===== src/hdl/bcis_pkg.sv =====
// constants and carrier types for the bridge identification and status bank
package bcis_pkg;
   localparam int ADDR_W = 12;
   localparam logic [11:0] OFF_IDENT   = 12'h000;
   localparam logic [11:0] OFF_CMDSTAT = 12'h004;
   localparam logic [11:0] OFF_GPIO_CTL = 12'h214;
   localparam logic [11:0] OFF_GPIO_RD = 12'h218;
   localparam logic [11:0] OFF_GPIO_WR = 12'h21C;
   localparam logic [11:0] OFF_INT_MSG = 12'h220;
   localparam logic [11:0] OFF_IRQ_STAT = 12'h300;
   localparam logic [11:0] OFF_IRQ_MASK = 12'h304;
   // identifier defaults are arbitrary neutral values
   localparam logic [15:0] DEV_ID_RST  = 16'h0001;
   localparam logic [15:0] VEN_ID_RST  = 16'h0001;
   localparam int BIT_DPE  = 31;
   localparam int BIT_SSE  = 30;
   localparam int BIT_RMA  = 29;
   localparam int BIT_RTA  = 28;
   localparam int BIT_STA  = 27;
   localparam int BIT_MDP  = 24;
   localparam int BIT_CAPL = 20;
   localparam int BIT_SYSTEM_ERROR_REPORT_ENABLE = 8;
   localparam int BIT_PARITY_RESPONSE_ENABLE  = 6;
   localparam logic [31:0] CMDSTAT_RST = 32'h0010_0000;
   localparam logic [31:0] CMD_WMASK   = 32'h0000_0140;
   localparam int NUM_EVT = 6;

   typedef struct packed {
      logic poison_rx;
      logic err_msg_tx;
      logic ur_cpl_rx;
      logic ca_cpl_rx;
      logic ca_cpl_tx;
      logic poison_cpl_rx;
      logic poison_wr_tx;
   } bcis_evt_type;

   typedef struct packed {
      logic        wr;
      logic        rd;
      logic [11:0] addr;
      logic [31:0] wdata;
   } bcis_req_type;
endpackage : bcis_pkg


===== src/hdl/bcis_regs.sv =====
// identification, status and vendor register bank of the bridge
`timescale 1ns/10ps
module bcis_regs (
   input  wire logic               i_mclk,
   input  wire logic               i_nrst,
   input  wire bcis_pkg::bcis_req_type i_req,
   input  wire bcis_pkg::bcis_evt_type i_evt,
   input  wire logic               i_ee_load,
   input  wire logic [15:0]        i_ee_dev_id,
   input  wire logic [15:0]        i_ee_ven_id,
   input  wire logic [31:0]        i_gpio_pins,
   output logic [31:0]             o_rdata,
   output logic                    o_err_report_en,
   output logic [31:0]             o_gpio_ctl,
   output logic [31:0]             o_gpio_out,
   output logic [31:0]             o_int_msg_ctl,
   output logic                    o_irq
);
   import bcis_pkg::*;

   logic [15:0] dev_id_q;
   logic [15:0] ven_id_q;
   logic [31:0] cmd_q;
   logic [31:0] sticky_q;
   logic [31:0] gpio_ctl_q;
   logic [31:0] gpio_wr_q;
   logic [31:0] int_msg_q;
   logic [31:0] pin_s1_q;
   logic [31:0] pin_s2_q;
   logic [NUM_EVT-1:0] irq_stat_q;
   logic [NUM_EVT-1:0] irq_mask_q;
   logic [31:0] set_d;
   logic [31:0] status_rd;
   logic [31:0] rdata_d;
   logic [NUM_EVT-1:0] evt_pulse;
   logic wr_cs;
   logic wr_stat;

   assign wr_cs   = i_req.wr && (i_req.addr == OFF_CMDSTAT);
   assign wr_stat = i_req.wr && (i_req.addr == OFF_IRQ_STAT);

   // identifiers replaced by eeprom load, never by software
   always_ff @(posedge i_mclk or negedge i_nrst) begin
      if (!i_nrst) begin
         dev_id_q <= DEV_ID_RST;
         ven_id_q <= VEN_ID_RST;
      end else if (i_ee_load) begin
         dev_id_q <= i_ee_dev_id;
         ven_id_q <= i_ee_ven_id;
      end
   end

   // only the two enables are writable in the command half
   always_ff @(posedge i_mclk or negedge i_nrst) begin
      if (!i_nrst) begin
         cmd_q <= 32'h0000_0000;
      end else if (wr_cs) begin
         cmd_q <= i_req.wdata & CMD_WMASK;
      end
   end

   always_comb begin
      set_d = 32'h0000_0000;
      set_d[BIT_DPE] = i_evt.poison_rx;
      set_d[BIT_SSE] = i_evt.err_msg_tx && cmd_q[BIT_SYSTEM_ERROR_REPORT_ENABLE];
      set_d[BIT_RMA] = i_evt.ur_cpl_rx;
      set_d[BIT_RTA] = i_evt.ca_cpl_rx;
      set_d[BIT_STA] = i_evt.ca_cpl_tx;
      set_d[BIT_MDP] = cmd_q[BIT_PARITY_RESPONSE_ENABLE]
                       && (i_evt.poison_cpl_rx || i_evt.poison_wr_tx);
   end

   // set wins over a simultaneous write-one clear
   always_ff @(posedge i_mclk or negedge i_nrst) begin
      if (!i_nrst) begin
         sticky_q <= 32'h0000_0000;
      end else if (wr_cs) begin
         sticky_q <= (sticky_q & ~i_req.wdata) | set_d;
      end else begin
         sticky_q <= sticky_q | set_d;
      end
   end

   // upstream error messages only leave with the enable set
   assign o_err_report_en = cmd_q[BIT_SYSTEM_ERROR_REPORT_ENABLE];

   always_comb begin
      // bits 26:25, 23, 22, 21, 19 and 18:11 stay zero
      status_rd = CMDSTAT_RST | cmd_q;
      status_rd[BIT_DPE] = sticky_q[BIT_DPE];
      status_rd[BIT_SSE] = sticky_q[BIT_SSE];
      status_rd[BIT_RMA] = sticky_q[BIT_RMA];
      status_rd[BIT_RTA] = sticky_q[BIT_RTA];
      status_rd[BIT_STA] = sticky_q[BIT_STA];
      status_rd[BIT_MDP] = sticky_q[BIT_MDP];
   end

   // vendor registers; pins come from outside, so synchronise
   always_ff @(posedge i_mclk or negedge i_nrst) begin
      if (!i_nrst) begin
         gpio_ctl_q <= 32'h0000_0000;
         gpio_wr_q  <= 32'h0000_0000;
         int_msg_q  <= 32'h0000_0000;
      end else if (i_req.wr) begin
         case (i_req.addr)
            OFF_GPIO_CTL: gpio_ctl_q <= i_req.wdata;
            OFF_GPIO_WR:  gpio_wr_q  <= i_req.wdata;
            OFF_INT_MSG:  int_msg_q  <= i_req.wdata;
            default: begin
            end
         endcase
      end
   end

   always_ff @(posedge i_mclk or negedge i_nrst) begin
      if (!i_nrst) begin
         pin_s1_q <= 32'h0000_0000;
         pin_s2_q <= 32'h0000_0000;
      end else begin
         pin_s1_q <= i_gpio_pins;
         pin_s2_q <= pin_s1_q;
      end
   end

   // interrupt aggregation over the six status events
   assign evt_pulse = {set_d[BIT_DPE], set_d[BIT_SSE], set_d[BIT_RMA],
                       set_d[BIT_RTA], set_d[BIT_STA], set_d[BIT_MDP]};

   always_ff @(posedge i_mclk or negedge i_nrst) begin
      if (!i_nrst) begin
         irq_stat_q <= '0;
      end else if (wr_stat) begin
         irq_stat_q <= (irq_stat_q & ~i_req.wdata[NUM_EVT-1:0]) | evt_pulse;
      end else begin
         irq_stat_q <= irq_stat_q | evt_pulse;
      end
   end

   always_ff @(posedge i_mclk or negedge i_nrst) begin
      if (!i_nrst) begin
         irq_mask_q <= '0;
      end else if (i_req.wr && (i_req.addr == OFF_IRQ_MASK)) begin
         irq_mask_q <= i_req.wdata[NUM_EVT-1:0];
      end
   end

   assign o_irq = |(irq_stat_q & irq_mask_q);

   always_comb begin
      rdata_d = 32'h0000_0000;
      case (i_req.addr)
         OFF_IDENT:    rdata_d = {dev_id_q, ven_id_q};
         OFF_CMDSTAT:  rdata_d = status_rd;
         OFF_GPIO_CTL: rdata_d = gpio_ctl_q;
         OFF_GPIO_RD:  rdata_d = pin_s2_q;
         OFF_GPIO_WR:  rdata_d = gpio_wr_q;
         OFF_INT_MSG:  rdata_d = int_msg_q;
         OFF_IRQ_STAT: rdata_d = {26'h0, irq_stat_q};
         OFF_IRQ_MASK: rdata_d = {26'h0, irq_mask_q};
         default:      rdata_d = 32'h0000_0000;
      endcase
   end

   always_ff @(posedge i_mclk or negedge i_nrst) begin
      if (!i_nrst) begin
         o_rdata <= 32'h0000_0000;
      end else if (i_req.rd) begin
         o_rdata <= rdata_d;
      end else begin
         o_rdata <= 32'h0000_0000;
      end
   end

   assign o_gpio_ctl    = gpio_ctl_q;
   assign o_gpio_out    = gpio_wr_q;
   assign o_int_msg_ctl = int_msg_q;
endmodule : bcis_regs


===== config.mk =====
export PLATFORM = sky130hd
export DESIGN_NAME = bcis_regs
export DESIGN_NICKNAME = d
export VERILOG_FILES = /design/src/hdl/bcis_pkg.sv /design/src/hdl/bcis_regs.sv
export SDC_FILE = /design/constraint.sdc
export NUM_CORES = 1
export LEC_CHECK = 0
export ABC_CLOCK_PERIOD_IN_PS = 1900
export CORE_ASPECT_RATIO = 1.2
export CORE_MARGIN = 10
export CORE_UTILIZATION = 25
export CTS_BUF_LIST = sky130_fd_sc_hd__clkbuf_8
export DETAILED_ROUTE_END_ITERATION = 10
export DONT_BUFFER_PORTS = 1
export GPL_TIMING_DRIVEN = 0
export PLACE_DENSITY = 0.44
export SKIP_LAST_GASP = 1
export SYNTH_ARGS = -nofsm -noshare
export SYNTH_HDL_FRONTEND = slang
export SYNTH_SLANG_ARGS = --single-unit
export TNS_END_PERCENT = 30

===== constraint.sdc =====
create_clock -name i_mclk -period 1.9 [get_ports i_mclk]
set_input_delay 0.19 -clock i_mclk [delete_from_list [all_inputs] [get_ports i_mclk]]
set_output_delay 0.19 -clock i_mclk [all_outputs]
set_load 0.02 [all_outputs]

==> impl_metrics.tcl <==
set metrics [dict create \
    status "complete, but fails checks" \
    violations "negative hold slack" \
    place.gp.congestion 0.7310 \
    cp.required_ps 2400 \
    initial_utilization_pct 25.45 \
    synth_seq_cells 244 \
    hold_path.class "in -> async" \
    grtUsageTotal_pct 15.63 \
    yosysWarnings 0 \
    cts_root_buf "clkbuf_8" \
    cts.sinks 244 \
    synthesis.area_um2 10170 \
    final_area_um2 12970 \
    r2r_slack_ps 390 \
    die_area_um2 49160 \
    hold_ws_ps -706.1 \
    rr_worst_depth 4 \
    grt_max_degree 245 \
    synthAdderAreaFrac_pct 0 \
    cap_violations 0 \
    vias_per_cell 4.660 \
    clock_path_buffers 3 \
    postLayoutCoreUtil_pct 32.47 \
    p_leak_uw 0.005731 \
    route.vias.total 6719 \
    drc 0 \
    rr_endpoint "o_rdata[6]" \
    grt_pass1_wl_um 55120 \
    cts_tree "done" \
    rows 80 \
    cp-end-kind "flip-flop" \
    ys.flop_type "dfrtp_1" \
    avgRoutedWirePerCell_um 26.96 \
    final.min_clock_period_ps 1896 \
    ys_async_sr_fraction_pct 100.0 \
    cts_buffers 45 \
    insertion_delay_ps 610 \
    vdd_ir_drop_max_mv 0.5171 \
    synthMuxAreaShare_pct 20.79 \
    crit_type "in -> reg" \
    path_clk_slew_ps 60 \
    wl_um 38880 \
    synth_compound_area_share_pct 7.680 \
    worst_pin_slew_ps 988.7 \
    synth_top_family_by_area "multiplexers" \
    setup_viol 0 \
    synth_top_area_share_pct 59.57 \
    syn_area_per_cell_um2 14.18 \
    fin_nets 993 \
    dp_hpwl_um 26840 \
    power.total_uw 11800 \
    final_cells 1442 \
    grt_pass1_vias 7474 \
    post-synth-top-area-cell "dfrtp_1" \
    finalMaxSlewViolations 0 \
    synthCells 717 \
    fin_crit_sh_pct 99.79 \
    synth_cell_types 48 \
    drtPass1Iterations 4 \
    io_buffers 0 \
    die_w_um 204.1 \
    synthSimpleGateAreaFrac_pct 8.652 \
    rsz0062_at_grt "true" \
    cts-htree-levels 2 \
    synth_common_cells "dfrtp_1 (242), mux2_2 (142), a22oi_1 (33)" \
    place_area_um2 10860 \
    max_clock_freq_mhz 527.4 \
    synth_nets 837 \
    cellPowerDensity_nw_per_um2 909.8 \
    die_y_um 240.9 \
    placedCellCount 1250 \
    area_growth_pct 27.56 \
    regArea_um2 6108 \
    synthMostInstantiatedCell "dfrtp_1" \
    drive_above_1_share_pct 31.06 \
    setup_tns_ps 0 \
    n_fill_cell 3994 \
    synthTopCellsByArea "dfrtp_1 (60%), mux2_2 (16%), mux2_4 (4.4%)" \
    multi_input_area_um2 3777 \
    antenna_found_initial 4 \
    slew_headroom_pct 34.09 \
    critPathMaxFanout 9 \
    seq_area_frac_synth_pct 60.09 \
    skew_ps 18.45 \
    synth_edf_count 0 \
    startpoint_type "primary input" \
    worstPathArrival_ps 2400 \
    synthXorXnorAreaFrac_pct 0 \
    rr_startpoint "o_gpio_out[6]" \
    drt_iter0_drc 448 \
    ant_nets 0 \
    hold_viol 244 \
    hold_buffers 107 \
    ios 250 \
    core_um2 39940 \
    grt.overflow.total 0 \
]
timing repair:
item,4_1_cts,5_1_grt
hold endpoints to repair,430,244
setup endpoints to repair,2,4
setup buffers,2,0
resized for setup,1,5
pin swaps,1,0
per-stage QoR:
stage | hold slack (ps) | setup WS [ps]
final | -706.1 | 3.954
after global routing | -755.9 | -28.87
after CTS | -782.2 | 20.52
after detailed placement | -87.99 | -720.9
after global placement | -86.83 | -777.3
after floorplan | -105.6 | -11.54
state kept, by name (all words and copies together) (netlist names):
name / cells
dev_id_q: 16
pin_s1_q: 32
ven_id_q: 16
pin_s2_q: 32
irq_mask_q: 6
o_int_msg_ctl: 32
sticky_q: 6
o_gpio_ctl: 32
o_rdata: 32
cmd_q: 2
o_gpio_out: 32
irq_stat_q: 6
how the worst max path moves through the flow:
stage                                end  startpoint  cells past startpoint
after detailed placement      o_rdata[3]   i_req[36]                      6
final                        o_rdata[20]   i_req[40]                      6
after global placement        o_rdata[3]   i_req[36]                      6
after global routing         o_rdata[30]   i_req[36]                      6
after floorplan           o_gpio_ctl[10]   i_req[40]                      7
after CTS                    o_rdata[20]   i_req[35]                      6
critical path, stage by stage:
cell and delay (ps):
or4b_4 520, buf_6 170, nor4_4 520, dlygate4sd3_1 670, nand2_1 60, a311oi_1 260
final cells by class:
cell class,count,area share [%]
timing repair buffer,109,8.375
inverter,1,0.02895
buffer,54,2.345
antenna,1,0.01930
clock buffer,57,6.050
multi-input combinational,418,29.13
clock inverter,25,1.804
sequential,244,47.11
tap,533,5.143
layout by cell type (no fill, tap or decap), drive strengths merged, types with 6 or more instances in the layout:
cell type and instances:
o21ai 28, and3 28, nand2 19, a21o 10
or3 6, clkbuf 85, buf 28, a311oi 12
nor4 11, dfrtp 242, nand3 16, a211oi 20
inv 16, nor3b 29, a22oi 33, dlygate4sd3 107
mux2 175
routing by layer:
| metal | vias to the layer above | global-route usage [%] | share of wire (%) |
|---|---|---|---|
| met5 | - | 0 | 0.054 |
| met4 | 4 | 5.010 | 2.6 |
| met3 | 68 | 6.708 | 9.7 |
| met2 | 238 | 25.34 | 48 |
| met1 | 3435 | 18.29 | 39 |
| li1 | 2974 | - | - |
report_power, final:
part	total, uW	switching (uW)	leakage (uW)	internal (uW)
clock network	5780	2410	0.000576	3370
registers	5430	80.6	0.00314	5350
logic	585	282	0.00201	302
total	11800	2770	0.00573	9030
kinds of logic after synthesis:
group / Yosys count
simple gates: 129
compound gates: 111
buf+inv: 55
mux: 178
flops: 244
No activity file was read; power rests on OpenSTA's default activity.
